`src/design/ddr2_pkg.sv`:
```
// constants, field layouts and carrier types shared by the command core
// assumes a single 20 MHz clock domain
package ddr2_pkg;
  // --------------------------------------------------------------------
  // geometry and clock
  // --------------------------------------------------------------------
  localparam int BANKS = 8;
  localparam int BA_W = 3;
  localparam int ADDR_W = 14;
  localparam int COL_W = 10;
  localparam int AP_BIT = 10;
  localparam int CNT_W = 6;
  localparam int LAT_MAX = 16;
  localparam int CLK_NS = 50;
  localparam int TRAS_NS = 40;
  localparam int TRTP_NS = 10;
  localparam logic [CNT_W-1:0] CNT_ONE = 6'h01;
  localparam logic [CNT_W-1:0] CNT_MAX = 6'h3f;
  // --------------------------------------------------------------------
  // register map
  // --------------------------------------------------------------------
  localparam logic [11:0] CFG_OFS = 12'h000;
  localparam logic [11:0] TIM_OFS = 12'h004;
  localparam logic [11:0] STAT_OFS = 12'h008;
  localparam int CL_LSB = 0;
  localparam int AL_LSB = 3;
  localparam int BL8_BIT = 6;
  localparam int WR_LSB = 7;
  localparam int RDQS_BIT = 10;
  localparam int ORG_LSB = 11;
  localparam int TRAS_LSB = 0;
  localparam int TRTP_LSB = 8;
  localparam int OPEN_LSB = 0;
  localparam int APP_LSB = 8;
  localparam int BUSY_BIT = 16;
  localparam int ERR_BIT = 17;
  localparam logic [2:0] CL_RST = 3'h3;
  localparam logic [2:0] AL_RST = 3'h0;
  localparam logic [2:0] WR_RST = 3'h3;
  localparam logic [1:0] ORG_X4 = 2'h0;
  localparam logic [1:0] ORG_X8 = 2'h1;
  localparam logic [1:0] ORG_X16 = 2'h2;

  // least times round up, never below one cycle
  function automatic logic [CNT_W-1:0] cyc_up(input int ns);
    int c;
    c = (ns + CLK_NS - 1) / CLK_NS;
    if (c < 1) c = 1;
    return CNT_W'(c);
  endfunction : cyc_up

  localparam logic [CNT_W-1:0] TRAS_CYC = cyc_up(TRAS_NS);
  localparam logic [CNT_W-1:0] TRTP_CYC = cyc_up(TRTP_NS);

  // --------------------------------------------------------------------
  // carriers
  // --------------------------------------------------------------------
  typedef struct packed {
    logic [2:0] cl;
    logic [2:0] al;
    logic bl8;
    logic [2:0] wr;
    logic rdqs_en;
    logic [1:0] org;
    logic [CNT_W-1:0] tras;
    logic [CNT_W-1:0] trtp;
  } cfg_s;

  typedef struct packed {
    logic cs_n;
    logic ras_n;
    logic cas_n;
    logic we_n;
    logic [BA_W-1:0] ba;
    logic [ADDR_W-1:0] addr;
  } cmd_pins_s;

  typedef struct packed {
    logic valid;
    logic is_wr;
    logic [BA_W-1:0] bank;
    logic [COL_W-1:0] col;
  } burst_s;
endpackage : ddr2_pkg

```
`src/design/ddr2_regs.sv`:
```
// apb slave holding configuration and showing core status
// assumes apb master timing; zero wait states, read data loaded in setup
`timescale 1ns/1ns
module ddr2_regs (
  // clock and reset
  input wire logic clk,
  input wire logic arst_n,
  // apb
  input wire logic [11:0] paddr,
  input wire logic psel,
  input wire logic penable,
  input wire logic pwrite,
  input wire logic [31:0] pwdata,
  output logic [31:0] prdata,
  output logic pready,
  output logic pslverr,
  // core side
  output ddr2_pkg::cfg_s cfg,
  input wire logic [31:0] status,
  output logic err_clr
);
  import ddr2_pkg::*;

  logic [31:0] prdata_r;
  logic pslverr_r;
  logic mapped;
  logic wr_acc;

  assign mapped = (paddr == CFG_OFS) || (paddr == TIM_OFS) || (paddr == STAT_OFS);
  assign wr_acc = psel && penable && pwrite;
  assign pready = 1'b1;
  assign prdata = prdata_r;
  assign pslverr = pslverr_r;
  // error flag is write-one-to-clear at the status word
  assign err_clr = wr_acc && (paddr == STAT_OFS) && pwdata[ERR_BIT];

  always_ff @(posedge clk or negedge arst_n) begin
    if (!arst_n) begin
      cfg <= '{cl: CL_RST, al: AL_RST, bl8: 1'b0, wr: WR_RST, rdqs_en: 1'b0,
               org: ORG_X16, tras: TRAS_CYC, trtp: TRTP_CYC};
    end else if (wr_acc && paddr == CFG_OFS) begin
      cfg.cl <= pwdata[CL_LSB +: 3];
      cfg.al <= pwdata[AL_LSB +: 3];
      cfg.bl8 <= pwdata[BL8_BIT];
      cfg.wr <= pwdata[WR_LSB +: 3];
      cfg.rdqs_en <= pwdata[RDQS_BIT];
      cfg.org <= pwdata[ORG_LSB +: 2];
    end else if (wr_acc && paddr == TIM_OFS) begin
      cfg.tras <= pwdata[TRAS_LSB +: CNT_W];
      cfg.trtp <= pwdata[TRTP_LSB +: CNT_W];
    end
  end

  always_ff @(posedge clk or negedge arst_n) begin
    if (!arst_n) begin
      prdata_r <= 32'h0;
      pslverr_r <= 1'b0;
    end else if (psel && !penable) begin
      pslverr_r <= !mapped;
      prdata_r <= 32'h0;
      if (paddr == CFG_OFS) begin
        prdata_r[CL_LSB +: 3] <= cfg.cl;
        prdata_r[AL_LSB +: 3] <= cfg.al;
        prdata_r[BL8_BIT] <= cfg.bl8;
        prdata_r[WR_LSB +: 3] <= cfg.wr;
        prdata_r[RDQS_BIT] <= cfg.rdqs_en;
        prdata_r[ORG_LSB +: 2] <= cfg.org;
      end else if (paddr == TIM_OFS) begin
        prdata_r[TRAS_LSB +: CNT_W] <= cfg.tras;
        prdata_r[TRTP_LSB +: CNT_W] <= cfg.trtp;
      end else if (paddr == STAT_OFS) begin
        prdata_r <= status;
      end
    end
  end
endmodule : ddr2_regs

```
`src/design/ddr2_bank.sv`:
```
// one bank: open state, restore and read-to-precharge timers, auto-precharge
// assumes commands are already decoded and steered to this bank
`timescale 1ns/1ns
module ddr2_bank (
  // clock and reset
  input wire logic clk,
  input wire logic arst_n,
  // decoded commands for this bank
  input wire logic act,
  input wire logic rd,
  input wire logic wr,
  input wire logic ap,
  input wire logic pre,
  // timing from configuration
  input wire logic [ddr2_pkg::CNT_W-1:0] tras,
  input wire logic [ddr2_pkg::CNT_W-1:0] trtp,
  input wire logic [ddr2_pkg::CNT_W-1:0] rd_gap,
  input wire logic [ddr2_pkg::CNT_W-1:0] wr_gap,
  // state
  output logic open_r,
  output logic ap_pend_r,
  output logic ap_fire
);
  import ddr2_pkg::*;

  logic [CNT_W-1:0] tras_cnt_r;
  logic [CNT_W-1:0] rtp_cnt_r;
  logic [CNT_W-1:0] ap_cnt_r;
  logic [CNT_W-1:0] gap_r;
  logic [CNT_W-1:0] since_cmd_r;
  logic [CNT_W-1:0] since_act_r;

  // a count at one or below means its delay has run out at this edge
  assign ap_fire = ap_pend_r && ap_cnt_r <= CNT_ONE && tras_cnt_r <= CNT_ONE && rtp_cnt_r <= CNT_ONE;

  always_ff @(posedge clk or negedge arst_n) begin
    if (!arst_n) open_r <= 1'b0;
    else if (act) open_r <= 1'b1;
    else if (pre || ap_fire) open_r <= 1'b0;
  end

  always_ff @(posedge clk or negedge arst_n) begin
    if (!arst_n) begin
      tras_cnt_r <= '0;
      rtp_cnt_r <= '0;
    end else begin
      if (act) tras_cnt_r <= tras;
      else if (tras_cnt_r != '0) tras_cnt_r <= tras_cnt_r - CNT_ONE;
      if (rd) rtp_cnt_r <= trtp;
      else if (rtp_cnt_r != '0) rtp_cnt_r <= rtp_cnt_r - CNT_ONE;
    end
  end

  // the gap is taken from the programmed burst, so a shortened burst changes nothing
  always_ff @(posedge clk or negedge arst_n) begin
    if (!arst_n) begin
      ap_pend_r <= 1'b0;
      ap_cnt_r <= '0;
      gap_r <= '0;
    end else if ((rd || wr) && ap) begin
      ap_pend_r <= 1'b1;
      ap_cnt_r <= rd ? rd_gap : wr_gap;
      gap_r <= rd ? rd_gap : wr_gap;
    end else if (ap_fire || pre) begin
      ap_pend_r <= 1'b0;
    end else if (ap_cnt_r != '0) begin
      ap_cnt_r <= ap_cnt_r - CNT_ONE;
    end
  end

  // elapsed-cycle counters read only by the checks below
  always_ff @(posedge clk or negedge arst_n) begin
    if (!arst_n) begin
      since_cmd_r <= '0;
      since_act_r <= '0;
    end else begin
      if (rd || wr) since_cmd_r <= CNT_ONE;
      else if (since_cmd_r != CNT_MAX) since_cmd_r <= since_cmd_r + CNT_ONE;
      if (act) since_act_r <= CNT_ONE;
      else if (since_act_r != CNT_MAX) since_act_r <= since_act_r + CNT_ONE;
    end
  end

  ap_not_early_a: assert property (@(posedge clk) disable iff (!arst_n) ap_fire |-> since_cmd_r >= gap_r)
    else $error("auto precharge started before its burst gap");
  ap_tras_a: assert property (@(posedge clk) disable iff (!arst_n) ap_fire |-> since_act_r >= tras)
    else $error("auto precharge started before restore time");
  pre_close_a: assert property (@(posedge clk) disable iff (!arst_n) pre && !act |=> !open_r)
    else $error("bank still open after precharge");
endmodule : ddr2_bank

```
`src/design/ddr2_core.sv`:
```
// command and data-path core of the memory device, registers over apb
// assumes synchronous command pins; two data beats per clock on wdq and wdm
`timescale 1ns/1ns
module ddr2_core #(
  parameter int DQ_W = 16
) (
  // clock and reset
  input wire logic clk,
  input wire logic arst_n,
  // apb
  input wire logic [11:0] paddr,
  input wire logic psel,
  input wire logic penable,
  input wire logic pwrite,
  input wire logic [31:0] pwdata,
  output logic [31:0] prdata,
  output logic pready,
  output logic pslverr,
  // command pins
  input ddr2_pkg::cmd_pins_s cmd,
  // write data: beat 0 in low half, beat 1 in high half; two mask lanes per beat
  input wire logic [2*DQ_W-1:0] wdq,
  input wire logic [3:0] wdm,
  // array write port
  output logic arr_we_r,
  output logic [ddr2_pkg::BA_W-1:0] arr_bank_r,
  output logic [ddr2_pkg::COL_W-1:0] arr_col_r,
  output logic [2*DQ_W-1:0] arr_data_r,
  output logic [2*DQ_W-1:0] arr_keep_r,
  // read beat strobe
  output logic rd_beat_r,
  output logic [ddr2_pkg::BA_W-1:0] rd_bank_r,
  output logic [ddr2_pkg::COL_W-1:0] rd_col_r,
  // bank state
  output logic [ddr2_pkg::BANKS-1:0] bank_open
);
  import ddr2_pkg::*;

  typedef enum logic [2:0] {
    ST_IDLE = 3'h1,
    ST_WBURST = 3'h2,
    ST_RBURST = 3'h4
  } burst_e;

  // ----------------------------------------------------------------------
  // helpers
  // ----------------------------------------------------------------------
  function automatic logic [CNT_W-1:0] half_burst(input logic bl8);
    return bl8 ? CNT_W'(4) : CNT_W'(2);
  endfunction : half_burst

  function automatic logic [CNT_W-1:0] lat_sum(input logic [2:0] a, input logic [2:0] b);
    return CNT_W'({3'h0, a}) + CNT_W'({3'h0, b});
  endfunction : lat_sum

  // ----------------------------------------------------------------------
  // registers
  // ----------------------------------------------------------------------
  cfg_s cfg;
  logic [31:0] status;
  logic err_clr;
  logic [BANKS-1:0] ap_pend;
  logic [BANKS-1:0] ap_fire;
  logic err_r;
  burst_e state_r;
  logic busy;

  ddr2_regs u_regs (
    .clk(clk),
    .arst_n(arst_n),
    .paddr(paddr),
    .psel(psel),
    .penable(penable),
    .pwrite(pwrite),
    .pwdata(pwdata),
    .prdata(prdata),
    .pready(pready),
    .pslverr(pslverr),
    .cfg(cfg),
    .status(status),
    .err_clr(err_clr)
  );

  assign busy = (state_r != ST_IDLE);

  always_comb begin
    status = 32'h0;
    status[OPEN_LSB +: BANKS] = bank_open;
    status[APP_LSB +: BANKS] = ap_pend;
    status[BUSY_BIT] = busy;
    status[ERR_BIT] = err_r;
  end

  // ----------------------------------------------------------------------
  // command decode
  // ----------------------------------------------------------------------
  logic sel;
  logic is_act;
  logic is_rd;
  logic is_wr;
  logic is_pre;
  logic a10;
  logic [CNT_W-1:0] blh;
  logic [CNT_W-1:0] rl;
  logic [CNT_W-1:0] wl;
  logic [CNT_W-1:0] rd_gap;
  logic [CNT_W-1:0] wr_gap;

  assign sel = !cmd.cs_n;
  assign is_act = sel && !cmd.ras_n && cmd.cas_n && cmd.we_n;
  assign is_rd = sel && cmd.ras_n && !cmd.cas_n && cmd.we_n;
  assign is_wr = sel && cmd.ras_n && !cmd.cas_n && !cmd.we_n;
  assign is_pre = sel && !cmd.ras_n && cmd.cas_n && !cmd.we_n;
  assign a10 = cmd.addr[AP_BIT];

  assign blh = half_burst(cfg.bl8);
  assign rl = lat_sum(cfg.al, cfg.cl);
  assign wl = rl - CNT_ONE;
  // the read gap ends two clocks after the last prefetch for either length
  assign rd_gap = lat_sum(cfg.al, 3'h0) + blh;
  assign wr_gap = wl + blh + lat_sum(cfg.wr, 3'h0);

  // ----------------------------------------------------------------------
  // banks
  // ----------------------------------------------------------------------
  for (genvar b = 0; b < BANKS; b++) begin : g_bank
    logic hit;
    assign hit = (cmd.ba == BA_W'(b));
    ddr2_bank u_bank (
      .clk(clk),
      .arst_n(arst_n),
      .act(is_act && hit),
      .rd(is_rd && hit),
      .wr(is_wr && hit),
      .ap(a10),
      .pre(is_pre && (a10 || hit)),
      .tras(cfg.tras),
      .trtp(cfg.trtp),
      .rd_gap(rd_gap),
      .wr_gap(wr_gap),
      .open_r(bank_open[b]),
      .ap_pend_r(ap_pend[b]),
      .ap_fire(ap_fire[b])
    );
  end

  // ----------------------------------------------------------------------
  // latency line: entry k holds the column command issued k+1 clocks ago
  // ----------------------------------------------------------------------
  burst_s pipe_r [LAT_MAX];
  burst_s tap;
  burst_s cur_r;
  logic [CNT_W-1:0] beats_r;

  always_ff @(posedge clk or negedge arst_n) begin
    if (!arst_n) begin
      for (int i = 0; i < LAT_MAX; i++) pipe_r[i] <= '0;
    end else begin
      pipe_r[0] <= '{valid: is_rd || is_wr, is_wr: is_wr, bank: cmd.ba, col: cmd.addr[COL_W-1:0]};
      for (int i = 1; i < LAT_MAX; i++) pipe_r[i] <= pipe_r[i-1];
    end
  end

  always_comb begin
    tap = '0;
    for (int i = 0; i < LAT_MAX; i++) begin
      if (CNT_W'(i) == wl - CNT_ONE && pipe_r[i].valid && pipe_r[i].is_wr) tap = pipe_r[i];
      if (CNT_W'(i) == rl - CNT_ONE && pipe_r[i].valid && !pipe_r[i].is_wr) tap = pipe_r[i];
    end
  end

  // ----------------------------------------------------------------------
  // burst sequencer: a new start always restarts the count, which gives both
  // seamless streaming and the two-clock interruption
  // ----------------------------------------------------------------------
  logic start;
  logic active_wr;
  logic active_rd;
  logic [COL_W-1:0] beat_col;

  assign start = tap.valid;
  assign active_wr = start ? tap.is_wr : (state_r == ST_WBURST);
  assign active_rd = start ? !tap.is_wr : (state_r == ST_RBURST);
  assign beat_col = start ? tap.col : cur_r.col;

  always_ff @(posedge clk or negedge arst_n) begin
    if (!arst_n) begin
      state_r <= ST_IDLE;
      beats_r <= '0;
      cur_r <= '0;
    end else begin
      case (state_r)
        ST_IDLE, ST_WBURST, ST_RBURST: begin
          if (start) begin
            state_r <= tap.is_wr ? ST_WBURST : ST_RBURST;
            beats_r <= blh - CNT_ONE;
            cur_r <= tap;
            cur_r.col <= tap.col + COL_W'(2);
          end else if (beats_r > CNT_ONE) begin
            beats_r <= beats_r - CNT_ONE;
            cur_r.col <= cur_r.col + COL_W'(2);
          end else begin
            beats_r <= '0;
            state_r <= ST_IDLE;
          end
        end
        default: begin
          state_r <= ST_IDLE;
          beats_r <= '0;
        end
      endcase
    end
  end

  // ----------------------------------------------------------------------
  // write masking
  // ----------------------------------------------------------------------
  logic mask_off;
  logic [2*DQ_W-1:0] keep;

  assign mask_off = cfg.rdqs_en && (cfg.org == ORG_X8);

  // x16 uses a lane per byte; narrower parts apply lane 0 to the whole beat, except x8 with rdqs_en, which keeps every bit
  always_comb begin
    keep = '1;
    for (int beat = 0; beat < 2; beat++) begin
      for (int bit_i = 0; bit_i < DQ_W; bit_i++) begin
        if (!mask_off) begin
          if (cfg.org == ORG_X16)
            keep[beat*DQ_W+bit_i] = !wdm[beat*2 + ((bit_i >= DQ_W/2) ? 1 : 0)];
          else
            keep[beat*DQ_W+bit_i] = !wdm[beat*2];
        end
      end
    end
  end

  always_ff @(posedge clk or negedge arst_n) begin
    if (!arst_n) begin
      arr_we_r <= 1'b0;
      arr_bank_r <= '0;
      arr_col_r <= '0;
      arr_data_r <= '0;
      arr_keep_r <= '0;
    end else begin
      arr_we_r <= active_wr;
      if (active_wr) begin
        arr_bank_r <= start ? tap.bank : cur_r.bank;
        arr_col_r <= beat_col;
        arr_data_r <= wdq;
        arr_keep_r <= keep;
      end
    end
  end

  // read beats carry no mask: the mask pins are not looked at here
  always_ff @(posedge clk or negedge arst_n) begin
    if (!arst_n) begin
      rd_beat_r <= 1'b0;
      rd_bank_r <= '0;
      rd_col_r <= '0;
    end else begin
      rd_beat_r <= active_rd;
      if (active_rd) begin
        rd_bank_r <= start ? tap.bank : cur_r.bank;
        rd_col_r <= beat_col;
      end
    end
  end

  // ----------------------------------------------------------------------
  // protocol watch: sticky flag for interruptions the controller must avoid
  // ----------------------------------------------------------------------
  logic [CNT_W-1:0] since_col_r;
  logic last_wr_r;
  logic last_ap_r;
  logic bad_cmd;

  always_ff @(posedge clk or negedge arst_n) begin
    if (!arst_n) begin
      since_col_r <= CNT_MAX;
      last_wr_r <= 1'b0;
      last_ap_r <= 1'b0;
    end else if (is_rd || is_wr) begin
      since_col_r <= CNT_ONE;
      last_wr_r <= is_wr;
      last_ap_r <= a10;
    end else if (since_col_r != CNT_MAX) begin
      since_col_r <= since_col_r + CNT_ONE;
    end
  end

  // a precharge or column command inside the previous command's half burst, unless a length-8 same-direction column two clocks after one with a10 low
  always_comb begin
    bad_cmd = 1'b0;
    if (since_col_r < blh) begin
      if (is_rd || is_wr)
        bad_cmd = !cfg.bl8 || last_ap_r || (is_wr != last_wr_r) || (since_col_r != CNT_W'(2));
      if (is_pre)
        bad_cmd = 1'b1;
    end
  end

  // a new violation in the clearing cycle keeps the flag
  always_ff @(posedge clk or negedge arst_n) begin
    if (!arst_n) err_r <= 1'b0;
    else if (bad_cmd) err_r <= 1'b1;
    else if (err_clr) err_r <= 1'b0;
  end

  // ----------------------------------------------------------------------
  // checks
  // ----------------------------------------------------------------------
  pre_all_a: assert property (@(posedge clk) disable iff (!arst_n) is_pre && a10 && !is_act |=> bank_open == '0)
    else $error("precharge all left a bank open");
  pre_one_a: assert property (@(posedge clk) disable iff (!arst_n)
    is_pre && !a10 |=> !bank_open[$past(cmd.ba)])
    else $error("single bank precharge missed its bank");
  rd_nomask_a: assert property (@(posedge clk) disable iff (!arst_n) rd_beat_r |-> !arr_we_r)
    else $error("array written during a read burst");
  dm_off_a: assert property (@(posedge clk) disable iff (!arst_n)
    arr_we_r && $past(mask_off) |-> arr_keep_r == '1)
    else $error("mask applied while redundant strobe enabled");
  wr_lat_a: assert property (@(posedge clk) disable iff (!arst_n)
    is_wr && cfg.al == 3'h0 && cfg.cl == 3'h3 |-> ##3 arr_we_r)
    else $error("write data not taken at write latency");
  rd_lat_a: assert property (@(posedge clk) disable iff (!arst_n)
    is_rd && cfg.al == 3'h0 && cfg.cl == 3'h3 |-> ##4 rd_beat_r)
    else $error("read beat not at read latency");
  bl8_len_a: assert property (@(posedge clk) disable iff (!arst_n)
    $rose(arr_we_r) && cfg.bl8 |-> arr_we_r [*4])
    else $error("length-8 write burst shorter than four clocks");
  mask_lane_a: assert property (@(posedge clk) disable iff (!arst_n)
    active_wr && !mask_off && cfg.org == ORG_X16 && wdm[0] |=> arr_keep_r[DQ_W/2-1:0] == '0)
    else $error("masked lower lane beat was kept");
  err_set_a: assert property (@(posedge clk) disable iff (!arst_n) bad_cmd |=> err_r)
    else $error("illegal interruption not flagged");
endmodule : ddr2_core

```
`config.mk`:
```
export PLATFORM = sky130hd
export DESIGN_NAME = ddr2_core
export DESIGN_NICKNAME = d
export VERILOG_FILES = /design/src/design/ddr2_pkg.sv /design/src/design/ddr2_regs.sv /design/src/design/ddr2_bank.sv /design/src/design/ddr2_core.sv
export SDC_FILE = /design/constraint.sdc
export NUM_CORES = 1
export LEC_CHECK = 0
export BUFFER_PORTS_ARGS = -buffer_cell sky130_fd_sc_hd__buf_2
export CORE_ASPECT_RATIO = 0.7
export CORE_MARGIN = 4
export CORE_UTILIZATION = 62
export CTS_BUF_LIST = sky130_fd_sc_hd__clkbuf_2 sky130_fd_sc_hd__clkbuf_4 sky130_fd_sc_hd__clkbuf_8
export CTS_CLUSTER_SIZE = 10
export DETAILED_ROUTE_END_ITERATION = 6
export HOLD_SLACK_MARGIN = 0.03
export PLACE_DENSITY = 0.93
export SLEW_MARGIN = 20
export SYNTH_ARGS = -nofsm -noshare
export SYNTH_HDL_FRONTEND = slang
export SYNTH_SLANG_ARGS = --single-unit
```
`constraint.sdc`:
```
create_clock -name clk -period 6.4 [get_ports clk]
set_input_delay 1.28 -clock clk [delete_from_list [all_inputs] [get_ports clk]]
set_output_delay 1.28 -clock clk [all_outputs]
set_load 0.01 [all_outputs]
```
==> flow_metrics.py <==
metrics = {
    "status": {
        "outcome": "complete, but fails checks",
        "violations": "DRC",
    },
    "critical_path": {
        "r2r_slack_ns": 0.49,
        "worstPathCellList": "inv_1 > ha_1 > inv_1 > ha_1 > inv_1 > fa_1 > buf_4 > clkinv_1 > a211oi_1 > nand2b_1 > o221ai_1 > o32ai_1 > a31oi_1 > o211ai_1 > ha_1 > and3_1 > and4_1 > o31ai_2",
        "cp_data_required_time_ns": 6.98,
        "worstSetupPathType": "register to register",
        "cp_data_arrival_time_ns": 6.49,
        "r2r-start": "u_regs.cfg[23]$_DFFE_PN1P_",
        "r2r_cells": 18,
        "critPathSlowestCell": "a211oi_1",
        "cp-end-kind": "register",
        "cp_max_fo": 29,
        "rr_endpoint": "cur_r[9]$_DFFE_PN0P_",
        "cp-start-kind": "register",
        "worst_path_largest_cell_delay_ns": 0.67,
    },
    "clocking": {
        "cts_tree": "yes",
        "cts_hold_buf": 0,
        "htreeDepth": 3,
        "clk_latency_ns": 0.68,
        "clockBufferDepth": 3,
        "cts_buffers": 82,
        "clkTransAtPathRegs_ns": 0.07,
        "clock_sinks": 539,
        "cts-root-buf": "clkbuf_8",
    },
    "floorplanning": {
        "die_x_um": 248,
        "die_y_um": 176,
        "fp.coreArea_um2": 39800,
        "start_util": 0.629,
        "rows": 61,
        "ios": 240,
        "die-area_um2": 43800,
    },
    "routing": {
        "drtIter0Drc": 2615,
        "vias": 20378,
        "drcViolationCount": 4,
        "wirelength_um": 69300,
        "wl_per_cell_um": 21.5,
        "ant_nets": 0,
        "drt-vias-per-instance": 6.33,
        "firstDrtPassIters": 7,
    },
    "worst_hold_path": {
        "holdPathEnd": "pipe_r[6]$_DFF_PN0_",
        "hold_depth": 0,
        "min_from": "pipe_r[21]$_DFF_PN0_",
        "min_path_type": "register to register",
    },
    "sta": {
        "fin_hold_ws_ns": 0.360,
        "hold_violations": 0,
        "fin_worst_skew_ns": 0.0443,
        "rsz0062_at_grt": "false",
        "slew_headroom": 0.148,
        "fin_crit_ns": 5.91,
        "slew_viol_final": 0,
        "tightestPinTransition_ns": 1.27,
        "fin_tns_setup_ns": 0,
        "setup_viol": 0,
        "min_period_over_period": 0.923,
        "max_freq_mhz": 169,
    },
    "power": {
        "p_total_w": 0.0108,
        "peakVddDrop_v": 0.000237,
        "power_density_nw_per_um2": 387,
        "power.leakage_nw": 12.6,
    },
    "yosys": {
        "ys_ff_latch": 539,
        "synth.distinct_cells": 88,
        "ys_seq_area_frac": 0.539,
        "synthArstFlopShare": 1.00,
        "yosys-top-cells-area": "dfrtp_1 (52%), nand2_1 (4.4%), o21ai_0 (4.2%)",
        "synthCells": 2452,
        "synth_flop_cell": "dfrtp_1",
        "yosys.area.top_type": "dfrtp_1",
        "syn_area_per_cell_um2": 10.2,
        "synth_edf_count": 0,
        "ys_warn_count": 0,
        "synth.top_cell.area_share": 0.524,
        "syn_area_um2": 25100,
    },
    "global_routing": {
        "grt_overflow": 0,
        "grt_max_degree": 135,
        "grt_pass1_vias": 20163,
        "grt_pass1_wl_um": 109000,
        "track_usage": 0.315,
        "antenna_found_initial": 4,
    },
    "finish": {
        "final_cell_mix": "dfrtp_1 (525), nand2_1 (297), o21ai_0 (208)",
        "areaGrowthSynthToFinish_pct": 11.4,
        "fillCellCount": 2639,
        "drive_gt1_frac": 0.186,
        "final_common_cell": "dfrtp_1",
        "nets": 2790,
    },
    "run": {
        "cap_violations": 0,
    },
    "place": {
        "portBuffers": 204,
        "detailed_place_hpwl_um": 48200,
        "gp_congestion": 0.982,
    },
}
[synthesized netlist by cell type, drive strengths merged, types with 7 or more instances]
| cell type | count |
|---|---|
| a21oi | 136 |
| mux2i | 13 |
| o21a | 14 |
| nand3b | 13 |
| nand2 | 297 |
| dfstp | 14 |
| a22oi | 8 |
| a2111oi | 7 |
| or4 | 8 |
| a221oi | 20 |
| nor3b | 13 |
| clkbuf | 83 |
| a21o | 19 |
| a211oi | 19 |
| nor4 | 33 |
| buf | 75 |
| xor2 | 41 |
| or3 | 9 |
| a31oi | 33 |
| o22a | 9 |
| mux2 | 88 |
| and2 | 12 |
| dfrtp | 525 |
| ha | 64 |
| xnor2 | 68 |
| o211ai | 14 |
| nor3 | 62 |
| nand2b | 27 |
| nor2 | 176 |
| nand4 | 11 |
| inv | 97 |
| o22ai | 30 |
| nand3 | 74 |
| and3 | 15 |
| o31ai | 15 |
| o21ai | 214 |
[kinds of logic after synthesis]
logic type / share of synthesized area
xor gates and xnor gates: 0.0391
buffers and inverters: 0.0481
DFF: 0.539
and+or+nand+nor: 0.148
muxes: 0.0447
AOI/OAI and AO/OA: 0.145
other: 0.000300
adders and majority gates: 0.0359
[per-stage QoR]
step | area, µm² | setup WS, ns | cells | util
after floorplan | 25100 | 1.97 | 2465 | -
after global placement | 26200 | 0.657 | 3066 | 0.657
final | 27900 | 0.490 | 3218 | 0.701
after CTS | 27900 | 0.336 | 3216 | 0.701
after global routing | 27900 | 0.190 | 3218 | 0.701
after detailed placement | 26200 | 0.365 | 3066 | 0.657
[what timing repair did]
action,CTS,global route
endpoints found under the setup margin,0,4
setup buffers,0,0
resized for setup,0,1
[final cells by class]
| class | instances | area [µm²] | share of cell area |
|---|---|---|---|
| Timing Repair Buffer | 224 | 1230 | 0.0441 |
| Antenna cell | 2 | 5.00 | 0.000179 |
| Clock buffer | 132 | 1600 | 0.0572 |
| Clock inverter | 18 | 133 | 0.00475 |
| Multi-Input combinational cell | 1668 | 10400 | 0.373 |
| Inverter | 100 | 375 | 0.0134 |
| Sequential cell | 539 | 13500 | 0.484 |
| Tap cell | 535 | 669 | 0.0240 |
[worst max-delay path, delay by kind of cell, from the launching register on]
kind                     cells  cell delay, ns
AO/OA/AOI/OAI                6            2.02
adder cells (fa/ha/maj)      4            1.37
buffers and inverters        5            0.97
flip-flops                   1            0.53
AND/OR/NAND/NOR              3            0.88
[registers in the layout (all words and copies together), names as in the netlist, 13 cells and up]
register and cells:
u_regs.cfg 25, arr_data_r 32, g_bank.u_bank.ap_cnt_r 48, cur_r 13, g_bank.u_bank.rtp_cnt_r 48, pipe_r 240, u_regs.prdata 18, g_bank.u_bank.tras_cnt_r 48
[layer usage]
metal | global-route usage | vias to the layer above | share of wire
met5 | 0.00905 | - | 0.0011
met4 | 0.139 | 4 | 0.046
met3 | 0.103 | 274 | 0.12
met2 | 0.476 | 1244 | 0.45
met1 | 0.421 | 9946 | 0.39
li1 | - | 8910 | -
[how the worst max path moves through the flow]
stage | from | endpoint | slack [ns] | depth (start not counted)
floorplan | u_regs.cfg[23]$_DFFE_PN1P_ | cur_r[9]$_DFFE_PN0P_ | 1.97 | 19
global placement | u_regs.cfg[23]$_DFFE_PN1P_ | arr_col_r[0]$_DFFE_PN0P_ | 0.66 | 15
detailed placement | u_regs.cfg[23]$_DFFE_PN1P_ | arr_bank_r[1]$_DFFE_PN0P_ | 0.37 | 15
CTS | u_regs.cfg[23]$_DFFE_PN1P_ | arr_bank_r[0]$_DFFE_PN0P_ | 0.34 | 15
global route | u_regs.cfg[23]$_DFFE_PN1P_ | cur_r[9]$_DFFE_PN0P_ | 0.19 | 18
finish | u_regs.cfg[23]$_DFFE_PN1P_ | cur_r[9]$_DFFE_PN0P_ | 0.49 | 18
[power breakdown]
part,internal (W),switching (W),total (W)
sequential,0.00418,0.000690,0.00487
combinational,0.00128,0.00167,0.00295
clock,0.00160,0.00139,0.00299
No activity file was read; power rests on OpenSTA's default activity.
